<file path="config.mk">
export PLATFORM = sky130hd
export DESIGN_NAME = asmr_top
export DESIGN_NICKNAME = d
export VERILOG_FILES = /design/src/core/asmr_smoother.v /design/src/core/asmr_top.v
export VERILOG_INCLUDE_DIRS = /design/src /design/src/core
export SDC_FILE = /design/constraint.sdc
export NUM_CORES = 2
export LEC_CHECK = 0
export ABC_AREA = 1
export BUFFER_PORTS_ARGS = -buffer_cell sky130_fd_sc_hd__buf_2
export CAP_MARGIN = 20
export CORE_ASPECT_RATIO = 1.4
export CORE_MARGIN = 4
export CORE_UTILIZATION = 63
export CTS_CLUSTER_SIZE = 12
export DETAILED_ROUTE_END_ITERATION = 10
export PLACE_DENSITY_LB_ADDON = 0.08
export SYNTH_ARGS = -nofsm -noshare
export SYNTH_HDL_FRONTEND = slang
export SYNTH_SLANG_ARGS = --single-unit
</file>
<file path="constraint.sdc">
create_clock -name pclk -period 7.72 [get_ports pclk]
set_input_delay 1.544 -clock pclk [delete_from_list [all_inputs] [get_ports pclk]]
set_output_delay 1.544 -clock pclk [all_outputs]
set_load 0.01 [all_outputs]
</file>
<file path="src/core/asmr_defines.vh">
// Constants for the analog scan and motor relay block
`ifndef ASMR_DEFINES_VH
`define ASMR_DEFINES_VH
// ----------------------------------------------------------------
// Register offsets
// ----------------------------------------------------------------
`define ASMR_REG_CTRL 12'h000
`define ASMR_REG_STATUS 12'h004
`define ASMR_REG_MODE 12'h008
`define ASMR_REG_SETPT 12'h00c
`define ASMR_REG_MOTOUT 12'h010
`define ASMR_REG_RELAY 12'h014
`define ASMR_REG_TABLE 12'h100
`define ASMR_REG_RESULT 12'h200
`define ASMR_REG_SPEED 12'h018
// ----------------------------------------------------------------
// Field positions and codes
// ----------------------------------------------------------------
`define ASMR_END_BIT 7
`define ASMR_GAIN_HI 6
`define ASMR_GAIN_LO 5
`define ASMR_CHAN_HI 4
`define ASMR_CTL_SEL 0
`define ASMR_CTL_ENLO 1
`define ASMR_CTL_ENHI 2
`define ASMR_DIR_UP 2'b10
`define ASMR_DIR_DOWN 2'b01
`define ASMR_DIR_STOP 2'b00
`define ASMR_MAX_FILT 3'h4
// ----------------------------------------------------------------
// Timing
// ----------------------------------------------------------------
`define ASMR_CLK_NS 40
`define ASMR_TIMEOUT_US 100
`define ASMR_TIMEOUT_CYC ((`ASMR_TIMEOUT_US * 1000) / `ASMR_CLK_NS)
`endif

</file>
<file path="src/core/asmr_smoother.v">
// First order smoother stage for one sample
`timescale 1ns/10ps
`default_nettype none
module asmr_smoother #(
  parameter W = 16
) (
  input wire [W-1:0] sample,
  input wire [W-1:0] prev,
  input wire [2:0] shift,
  output reg [W-1:0] result
);
  // ----------------------------------------------------------------
  // y = prev + (x - prev) / 2^n, unity gain for constant input
  // ----------------------------------------------------------------
  reg signed [W+1:0] diff;
  reg signed [W+1:0] step;
  reg signed [W+1:0] sum;
  always @* begin
    diff = $signed({2'b00, sample}) - $signed({2'b00, prev});
    step = diff >>> shift;
    sum = $signed({2'b00, prev}) + step;
    if (shift == 3'h0) begin
      result = sample;
    end else begin
      result = sum[W-1:0];
    end
  end
endmodule // asmr_smoother
`default_nettype wire

</file>
<file path="src/core/asmr_top.v">
// Channel scan sequencer and motor direction relay logic with APB registers
`timescale 1ns/10ps
`default_nettype none
`include "asmr_defines.vh"
module asmr_top #(
  parameter TABLE_LEN = 32,
  parameter AW = 5,
  parameter DW = 16,
  parameter TIMEOUT = `ASMR_TIMEOUT_CYC
) (
  input wire pclk,
  input wire presetn,
  input wire psel,
  input wire penable,
  input wire pwrite,
  input wire [11:0] paddr,
  input wire [31:0] pwdata,
  output reg [31:0] prdata,
  output wire pready,
  output wire pslverr,
  input wire second_tick,
  output reg [4:0] adc_channel,
  output reg [1:0] adc_gain,
  output reg adc_mux_load,
  output reg adc_start,
  input wire adc_ready,
  input wire adc_data_valid,
  input wire [DW-1:0] adc_data,
  input wire [7:0] relay_status,
  output reg [7:0] relay_out,
  output reg [2:0] relay_ctrl,
  output reg [15:0] dac_speed0,
  output reg [15:0] dac_speed1,
  output reg [15:0] dac_speed2,
  output reg [15:0] dac_speed3
);
  // ----------------------------------------------------------------
  // States
  // ----------------------------------------------------------------
  localparam [7:0] S_IDLE = 8'h01;
  localparam [7:0] S_FETCH = 8'h02;
  localparam [7:0] S_PROG = 8'h04;
  localparam [7:0] S_FILT = 8'h08;
  localparam [7:0] S_RDY = 8'h10;
  localparam [7:0] S_DATA = 8'h20;
  localparam [7:0] S_LAST = 8'h40;
  localparam [7:0] S_TRIG = 8'h80;
  localparam [31:0] TMO = TIMEOUT;

  // ----------------------------------------------------------------
  // Storage and control
  // ----------------------------------------------------------------
  reg [7:0] table_mem [0:2*TABLE_LEN-1];
  reg [DW-1:0] result_mem [0:TABLE_LEN-1];
  reg [7:0] state;
  reg [AW-1:0] idx;
  reg [DW-1:0] sample;
  reg [31:0] wait_cnt;
  reg scan_err;
  reg scan_busy;
  reg init_req;
  reg [2:0] mode;
  reg [2:0] ctl_bits;
  reg [63:0] setpoints;
  reg [63:0] motor_out;
  reg [63:0] speed_in;
  reg [7:0] status_byte;
  reg [7:0] setpt_byte;
  wire [DW-1:0] smooth;
  wire [7:0] next_desc;
  wire [7:0] cur_filt;
  wire [AW-1:0] idx_next;
  wire wr;
  wire rd;
  wire in_charge;
  integer i;
  integer j;
  integer n;

  // ----------------------------------------------------------------
  // Bus decode
  // ----------------------------------------------------------------
  assign pready = 1'b1;
  assign pslverr = 1'b0;
  assign wr = psel & penable & pwrite;
  assign rd = psel & ~penable & ~pwrite;
  assign idx_next = idx + {{(AW-1){1'b0}}, 1'b1};
  assign next_desc = table_mem[{idx_next, 1'b0}];
  assign cur_filt = table_mem[{idx, 1'b1}];
  assign in_charge = (mode != 3'h0) && ctl_bits[`ASMR_CTL_SEL] &&
    !ctl_bits[`ASMR_CTL_ENLO] && ctl_bits[`ASMR_CTL_ENHI];

  // ----------------------------------------------------------------
  // Filter stage
  // ----------------------------------------------------------------
  asmr_smoother #(.W(DW)) i_asmr_smoother (
    .sample(sample),
    .prev(result_mem[idx]),
    .shift((cur_filt > {5'h00, `ASMR_MAX_FILT}) ? `ASMR_MAX_FILT : cur_filt[2:0]),
    .result(smooth)
  );

  // ----------------------------------------------------------------
  // Descriptor table
  // ----------------------------------------------------------------
  always @(posedge pclk) begin
    if (wr && paddr[11:8] == 4'h1) begin
      table_mem[paddr[AW+2:2]] <= pwdata[7:0];
    end
  end

  // ----------------------------------------------------------------
  // Control register writes
  // ----------------------------------------------------------------
  always @(posedge pclk or negedge presetn) begin
    if (!presetn) begin
      mode <= 3'h0;
      ctl_bits <= 3'h2;
      setpoints <= 64'h0;
      motor_out <= 64'h0;
      init_req <= 1'b0;
    end else begin
      init_req <= 1'b0;
      if (wr) begin
        case (paddr)
          `ASMR_REG_CTRL: begin
            ctl_bits <= pwdata[2:0];
            init_req <= pwdata[8];
          end
          `ASMR_REG_MODE: mode <= pwdata[2:0];
          `ASMR_REG_SETPT: setpoints[{pwdata[17:16], 4'h0} +: 16] <= pwdata[15:0];
          `ASMR_REG_MOTOUT: motor_out[{pwdata[17:16], 4'h0} +: 16] <= pwdata[15:0];
          default: begin
          end
        endcase
      end
    end
  end

  // ----------------------------------------------------------------
  // APB reads
  // ----------------------------------------------------------------
  always @(posedge pclk or negedge presetn) begin
    if (!presetn) begin
      prdata <= 32'h0;
    end else if (rd) begin
      if (paddr[11:8] == 4'h1) begin
        prdata <= {24'h0, table_mem[paddr[AW+2:2]]};
      end else if (paddr[11:8] == 4'h2) begin
        prdata <= {{(32-DW){1'b0}}, result_mem[paddr[AW+1:2]]};
      end else begin
        case (paddr)
          `ASMR_REG_CTRL: prdata <= {29'h0, ctl_bits};
          `ASMR_REG_STATUS: prdata <= {15'h0, in_charge, setpt_byte, status_byte};
          `ASMR_REG_MODE: prdata <= {29'h0, mode};
          `ASMR_REG_RELAY: prdata <= {22'h0, scan_err, scan_busy, relay_out};
          `ASMR_REG_SPEED: prdata <= {16'h0, speed_in[15:0]};
          `ASMR_REG_SPEED + 12'h004: prdata <= {16'h0, speed_in[31:16]};
          `ASMR_REG_SPEED + 12'h008: prdata <= {16'h0, speed_in[47:32]};
          `ASMR_REG_SPEED + 12'h00c: prdata <= {16'h0, speed_in[63:48]};
          default: prdata <= 32'h0;
        endcase
      end
    end
  end

  // ----------------------------------------------------------------
  // Channel scan sequencer
  // ----------------------------------------------------------------
  always @(posedge pclk or negedge presetn) begin
    if (!presetn) begin
      state <= S_IDLE;
      idx <= {AW{1'b0}};
      sample <= {DW{1'b0}};
      wait_cnt <= 32'h0;
      scan_err <= 1'b0;
      scan_busy <= 1'b0;
      adc_channel <= 5'h00;
      adc_gain <= 2'b00;
      adc_mux_load <= 1'b0;
      adc_start <= 1'b0;
      for (n = 0; n < TABLE_LEN; n = n + 1) begin
        result_mem[n] <= {DW{1'b0}};
      end
    end else begin
      adc_mux_load <= 1'b0;
      adc_start <= 1'b0;
      case (state)
        S_IDLE: begin
          idx <= {AW{1'b0}};
          wait_cnt <= 32'h0;
          if (second_tick) begin
            scan_busy <= 1'b1;
            scan_err <= 1'b0;
            state <= table_mem[0][`ASMR_END_BIT] ? S_IDLE : S_FETCH;
            scan_busy <= ~table_mem[0][`ASMR_END_BIT];
          end else if (init_req) begin
            state <= S_LAST;
          end
        end
        S_FETCH: begin
          sample <= adc_data;
          state <= S_PROG;
        end
        S_PROG: begin
          if (!next_desc[`ASMR_END_BIT] && idx_next != {AW{1'b0}}) begin
            adc_channel <= next_desc[`ASMR_CHAN_HI:0];
            adc_gain <= next_desc[`ASMR_GAIN_HI:`ASMR_GAIN_LO];
            adc_mux_load <= 1'b1;
          end
          state <= S_FILT;
        end
        S_FILT: begin
          result_mem[idx] <= smooth;
          wait_cnt <= 32'h0;
          if (next_desc[`ASMR_END_BIT] || idx_next == {AW{1'b0}}) begin
            state <= S_LAST;
          end else begin
            idx <= idx_next;
            state <= S_RDY;
          end
        end
        S_RDY: begin
          wait_cnt <= wait_cnt + 32'h1;
          if (adc_ready) begin
            adc_start <= 1'b1;
            wait_cnt <= 32'h0;
            state <= S_DATA;
          end else if (wait_cnt >= TMO - 32'h1) begin
            scan_err <= 1'b1;
            scan_busy <= 1'b0;
            state <= S_IDLE;
          end
        end
        S_DATA: begin
          wait_cnt <= wait_cnt + 32'h1;
          if (adc_data_valid && !adc_start) begin
            sample <= adc_data;
            state <= S_PROG;
          end else if (wait_cnt >= TMO - 32'h1) begin
            scan_err <= 1'b1;
            scan_busy <= 1'b0;
            state <= S_IDLE;
          end
        end
        S_LAST: begin
          adc_channel <= table_mem[0][`ASMR_CHAN_HI:0];
          adc_gain <= table_mem[0][`ASMR_GAIN_HI:`ASMR_GAIN_LO];
          adc_mux_load <= 1'b1;
          wait_cnt <= 32'h0;
          state <= S_TRIG;
        end
        S_TRIG: begin
          wait_cnt <= wait_cnt + 32'h1;
          if (adc_ready) begin
            adc_start <= 1'b1;
            scan_busy <= 1'b0;
            state <= S_IDLE;
          end else if (wait_cnt >= TMO - 32'h1) begin
            scan_err <= 1'b1;
            scan_busy <= 1'b0;
            state <= S_IDLE;
          end
        end
        default: state <= S_IDLE;
      endcase
    end
  end

  // ----------------------------------------------------------------
  // Motor direction relay logic
  // ----------------------------------------------------------------
  reg [7:0] next_status;
  reg [7:0] next_setpt;
  reg [7:0] next_out;
  reg [15:0] sp;
  always @* begin
    next_status = 8'h00;
    next_setpt = 8'h00;
    sp = 16'h0;
    for (i = 0; i < 4; i = i + 1) begin
      if (relay_status[2*i +: 2] == `ASMR_DIR_UP || relay_status[2*i +: 2] == `ASMR_DIR_DOWN) begin
        next_status[2*i +: 2] = relay_status[2*i +: 2];
      end
      sp = setpoints[16*i +: 16];
      if (sp != 16'h0) begin
        next_setpt[2*i +: 2] = sp[15] ? `ASMR_DIR_DOWN : `ASMR_DIR_UP;
      end
    end
    next_out = next_status | next_setpt;
    for (i = 0; i < 4; i = i + 1) begin
      if (setpoints[16*i +: 16] == 16'h0) begin
        next_out[2*i +: 2] = 2'b00;
      end
    end
  end

  // ----------------------------------------------------------------
  // Relay port
  // ----------------------------------------------------------------
  always @(posedge pclk or negedge presetn) begin
    if (!presetn) begin
      relay_out <= 8'h00;
      relay_ctrl <= 3'h2;
    end else begin
      relay_ctrl <= {ctl_bits[2:1], ctl_bits[0] & (mode != 3'h0)};
      if (!in_charge) begin
        relay_out <= 8'h00;
      end else if (second_tick) begin
        relay_out <= next_out;
      end
    end
  end

  always @(posedge pclk or negedge presetn) begin
    if (!presetn) begin
      status_byte <= 8'h00;
      setpt_byte <= 8'h00;
      speed_in <= 64'h0;
      dac_speed0 <= 16'h0;
      dac_speed1 <= 16'h0;
      dac_speed2 <= 16'h0;
      dac_speed3 <= 16'h0;
    end else begin
      if (second_tick) begin
        status_byte <= next_status;
        setpt_byte <= next_setpt;
        for (j = 0; j < 4; j = j + 1) begin
          speed_in[16*j +: 16] <= (next_status[2*j +: 2] == 2'b00) ? 16'h0 :
            {{(16-DW){1'b0}}, result_mem[j]};
        end
        dac_speed0 <= motor_out[15] ? -motor_out[15:0] : motor_out[15:0];
        dac_speed1 <= motor_out[31] ? -motor_out[31:16] : motor_out[31:16];
        dac_speed2 <= motor_out[47] ? -motor_out[47:32] : motor_out[47:32];
        dac_speed3 <= motor_out[63] ? -motor_out[63:48] : motor_out[63:48];
      end
    end
  end
endmodule // asmr_top
`default_nettype wire

</file>
==> results.md <==
Outcome:
- The run finished with clean final reports.

Timing:
- The fmax is between 100 and 150 MHz.
- Hold timing on the final database bottoms out at a slack of approximately 0.4 ns.
- The minimum clock period after layout is between 7 and 8 ns.
- The final-report max-slew violation count is 0.
- The worst slew slack as a fraction of its limit is between 10% and 20%.
- The number of hold violations in the final report is 0.
- Setup violations remaining at the end of the flow were counted as 0.
- For the final database, setup skew stands at approximately 0.03 ns.
- The setup TNS is 0 ns.
- Setup repair after global routing left no endpoint under its margin.
- The final critical path takes up 90.7% of the cycle.
- After layout, the worst setup slack is approximately 0.7 ns.
- The actual transition at the worst max-transition pin is between 1 and 1.5 ns.

Critical path:
- STA classifies the critical path endpoint as a flip-flop.
- The critical path is of the flip-flop to flip-flop type.
- The biggest fanout along the worst timing path is roughly 110.
- The cell type with the highest occurrence count on the critical path is nand2_1.
- In this run the critical register-to-register path is captured at result_mem[301].
- The largest single stage delay on the critical path is 0.67 ns.
- The worst reg2reg path depth is 37.
- The startpoint identified for the worst register-to-register timing path is idx[1].
- Data on the critical path arrives at its endpoint at between 7 and 8 ns.
- The first element of the critical path is idx[1].
- The slowest stage cell on the critical path is dfrtp_4.
- At the worst endpoint, the required time is about 8.3 ns.
- The worst setup path is launched from a flip-flop.
- The capturing instance or port of the critical path is result_mem[301].
- The worst register-to-register path has a setup slack of about 0.72 ns.

Clock tree:
- The clock buffer count from CTS is around 140.
- The TritonCTS clock tree is built.
- After clock tree synthesis, the clock-pin slew on the worst setup and hold paths is 0.06 ns.
- The CTS root buffer is clkbuf_16.
- The H-tree generated during clock tree synthesis spans 4 levels.
- The clock network latency to the later pin of the worst-skew pair is 0.81 ns.
- The number of sinks on the clock net is ~1.4k.
- The clock tree buffer depth is 3.

Placement:
- Detailed placement finished with a half-perimeter wire length of approximately 160 mm.
- The number of buffers inserted by port buffering is 162.
- Summing all placed instances gives a cell area of roughly 0.073 mm².
- The pre-CTS setup slack is 0.745 ns.
- Routability-driven placement finished with a final weighted congestion of 1.04.

Layout:
- Summing all multi-input logic gate instances after layout gives between 0.02 and 0.03 mm².
- The sequential cell area in the final layout is 0.0377 mm².
- The number of fillers in the final layout is 8796.
- The number of nets in the final layout is a little over 8k.
- The area growth from synthesis to layout is 9.35%.
- With fillers left out, the area of the finished cells amounts to roughly 0.077 mm².
- The share of final-layout standard cells stronger than drive strength 1 is under 10%.

Yosys:
- Of all flip-flops after synthesis, the portion carrying an async set or reset was 63.5%.
- The area of the mapped netlist is roughly 0.071 mm².
- The sequential cell area fraction in the yosys report is a little over half.
- The most used standard cell by instance count after synthesis is nand2_1.
- A synthesized cell averages 8.59 µm².
- Ranked by total cell area, the synthesized netlist is headed by dfrtp_1 32%, edfxtp_1 22%, nand2_1 9.5%, o21ai_0 8.7%, inv_1 3.6%.
- Summed over all instances, the cell type with the most area after synthesis is dfrtp_1.
- In this run, synthesis inferred between 500 and 600 flip-flops with an integrated enable.
- Counting distinct cell types in the post-synthesis netlist gives 63.
- The area share of the largest cell type after synthesis is 31.5%.
- The number of synthesized register bits is 1403.
- The dominant synthesized flop cell is dfrtp_1.
- After technology mapping, the gate count stands at 8213.
- By count the netlist is led by 1782 x nand2_1, 1224 x o21ai_0, 888 x dfrtp_1, 682 x inv_1, 551 x nor2_1.
- The total of warnings raised by yosys is 0.

Power:
- The sequential cell fraction of total power is about two fifths.
- The relative contribution of combinational cells to total power is between 20% and 30%.
- The power per cell area is 261 mW/mm².
- Internal power comes to 13.0 mW.
- The switching share of power is 35.3%.
- Summed over all cells, the static leakage comes to about 32 nW.
- The reported net switching power is 7.12 mW.
- VDD sags by at most 0.607 mV.
- The proportion of power drawn by the clock network is between 30% and 40%.
- The design draws 20.2 mW.

Drt:
- The routed design uses around 110 mm of met2 wire.
- The residual DRC count is 0.
- The final route contains between 60k and 70k vias.
- The length of routed met3 wiring is just under 30 mm.
- The remaining number of nets flagged by the antenna check after routing is 0.
- Using the TritonRoute via totals, the vias-per-cell ratio works out to approximately 6.6.
- The routed length per placed instance is about 26 µm.
- The uppermost metal layer occupied by signal nets is met5.
- The total routed wirelength is about 250 mm.
- The first routing iteration left around 9.2k violations.
- The wire length on met1 is between 80 and 90 mm.
- The number of detailed-routing iterations run before antenna repair is 8.

Floorplanning:
- Once the floorplan was initialized, standard cells occupied between 60% and 70% of the core.
- 194 I/O pins were placed.
- The floorplan step set the die height to between 400 and 500 µm.
- The x dimension of the die is around 290 µm.
- In this run the standard cell core region covers 0.111 mm².
- In this run the core area contains around 150 standard-cell rows.
- The die covers roughly 0.12 mm².

Global routing:
- The first global-routing pass estimated between 300 and 400 mm of wire.
- The number of global-route vias before repair is roughly 61k.
- The total global routing overflow is 0.
- Across every metal layer, demand over resource in global routing totals a little over two fifths.
- The number of antenna violations at the first check in global routing is 9.
- Entering global routing, the biggest net connects approximately 190 pins.

Flow run:
- Across the run, the number of max-cap violations was 0.

Worst hold path:
- The worst hold path belongs to the class flip-flop to flip-flop.
==> per-stage QoR <==
stage / instances / util (%)
finish: 9663 / 69.2
global route: 9656 / 69.2
CTS: 9639 / 68.9
detailed placement: 9418 / 65.2
global placement: 9413 / 65.1
floorplan: 8228 / -
==> metal layers <==
metal / track usage (%) / vias up
met5: 0 / -
met4: 39.2 / 6
met3: 10.2 / 1227
met2: 64.9 / 4538
met1: 49.0 / 29900
li1: - / 28100
==> what timing repair did <==
| action | in CTS | in global routing |
|---|---|---|
| setup buffers | 0 | 1 |
| resized for setup | 0 | 3 |
| endpoints found under the setup margin | 0 | 32 |
| hold buffers | 0 | 0 |
==> worst min-delay path by stage <==
| stage | start | end | slack [ns] | depth (start not counted) |
|---|---|---|---|---|
| 2_1_floorplan | ctl_bits[1] | relay_ctrl[1] | 0.37 | 0 |
| 3_3_place_gp | ctl_bits[1] | relay_ctrl[1] | 0.39 | 0 |
| 3_5_place_dp | ctl_bits[1] | relay_ctrl[1] | 0.39 | 0 |
| 4_1_cts | ctl_bits[1] | relay_ctrl[1] | 0.40 | 0 |
| 5_1_grt | ctl_bits[1] | relay_ctrl[1] | 0.40 | 0 |
| 6_report | ctl_bits[1] | relay_ctrl[1] | 0.40 | 0 |
==> cell usage in the layout (no fill, tap or decap), drive strengths merged, types with 10 or more instances in the layout <==
cell type / Yosys / routed
o221ai: 28 / 28
o31ai: 19 / 19
buf: 162 / 352
nand4: 56 / 56
nor4: 45 / 45
clkbuf: 457 / 209
o21ai: 1352 / 1352
ha: 60 / 60
dfrtp: 888 / 888
a31oi: 33 / 33
a221oi: 73 / 73
o22ai: 317 / 317
o311ai: 36 / 36
a211oi: 12 / 12
a21oi: 299 / 299
conb: 2 / 17
clkinv: 9 / 23
nand3: 285 / 285
a22oi: 95 / 95
o2111ai: 51 / 51
nor3: 96 / 96
inv: 690 / 690
a22o: 64 / 64
nand2: 1784 / 1784
xnor2: 30 / 30
o211ai: 77 / 77
xor2: 52 / 52
edfxtp: 512 / 512
or2: 10 / 10
nor2: 552 / 552
==> cell type report <==
class,instances,area share [%]
Sequential cell,1403,48.9
Multi-Input combinational cell,5507,36.1
Clock buffer,205,5.25
Timing Repair Buffer,356,3.76
Inverter,699,3.45
Tap cell,1470,2.38
Clock inverter,16,0.217
Antenna cell,7,0.0227
==> logic make-up after synthesis <==
| family | Yosys count | share of synthesized area [%] |
|---|---|---|
| simple gates | 2847 | 16.3 |
| compound gates | 2494 | 20.7 |
| flops | 1403 | 53.4 |
| buf+inv | 1318 | 7.37 |
| xor+xnor | 82 | 1.02 |
| fa+ha+maj | 62 | 1.12 |
| mux | 5 | 0.0727 |
| other cells | 2 | 0.0106 |
==> registers in the layout, indices dropped and copies added (netlist names), 16 cells and up <==
register,cells
setpoints,64
prdata,17
result_mem,512
motor_out,64
wait_cnt,32
dac_speed0,16
dac_speed2,16
dac_speed1,16
speed_in,64
dac_speed3,16
table_mem,512
sample,16
==> power by group through the flow <==
stage	clock network (mW)	logic, mW	registers, mW
2_1_floorplan	0	3.26	8.06
3_3_place_gp	0	5.45	8.07
3_5_place_dp	0	5.49	8.07
4_1_cts	6.56	5.52	7.93
5_1_grt	6.86	5.99	7.94
6_report	6.55	5.66	7.94
==> worst max-delay path: cells and delay by family (launching register included) <==
family / cells / cell delay [ns]
buffers and inverters: 5 / 1.11
and+or+nand+nor: 13 / 1.33
adders and majority gates: 3 / 0.97
AOI/OAI and AO/OA: 14 / 2.40
xor gates and xnor gates: 2 / 0.32
DFF: 1 / 0.67
Note: power is estimated with default switching activity, not from simulation.
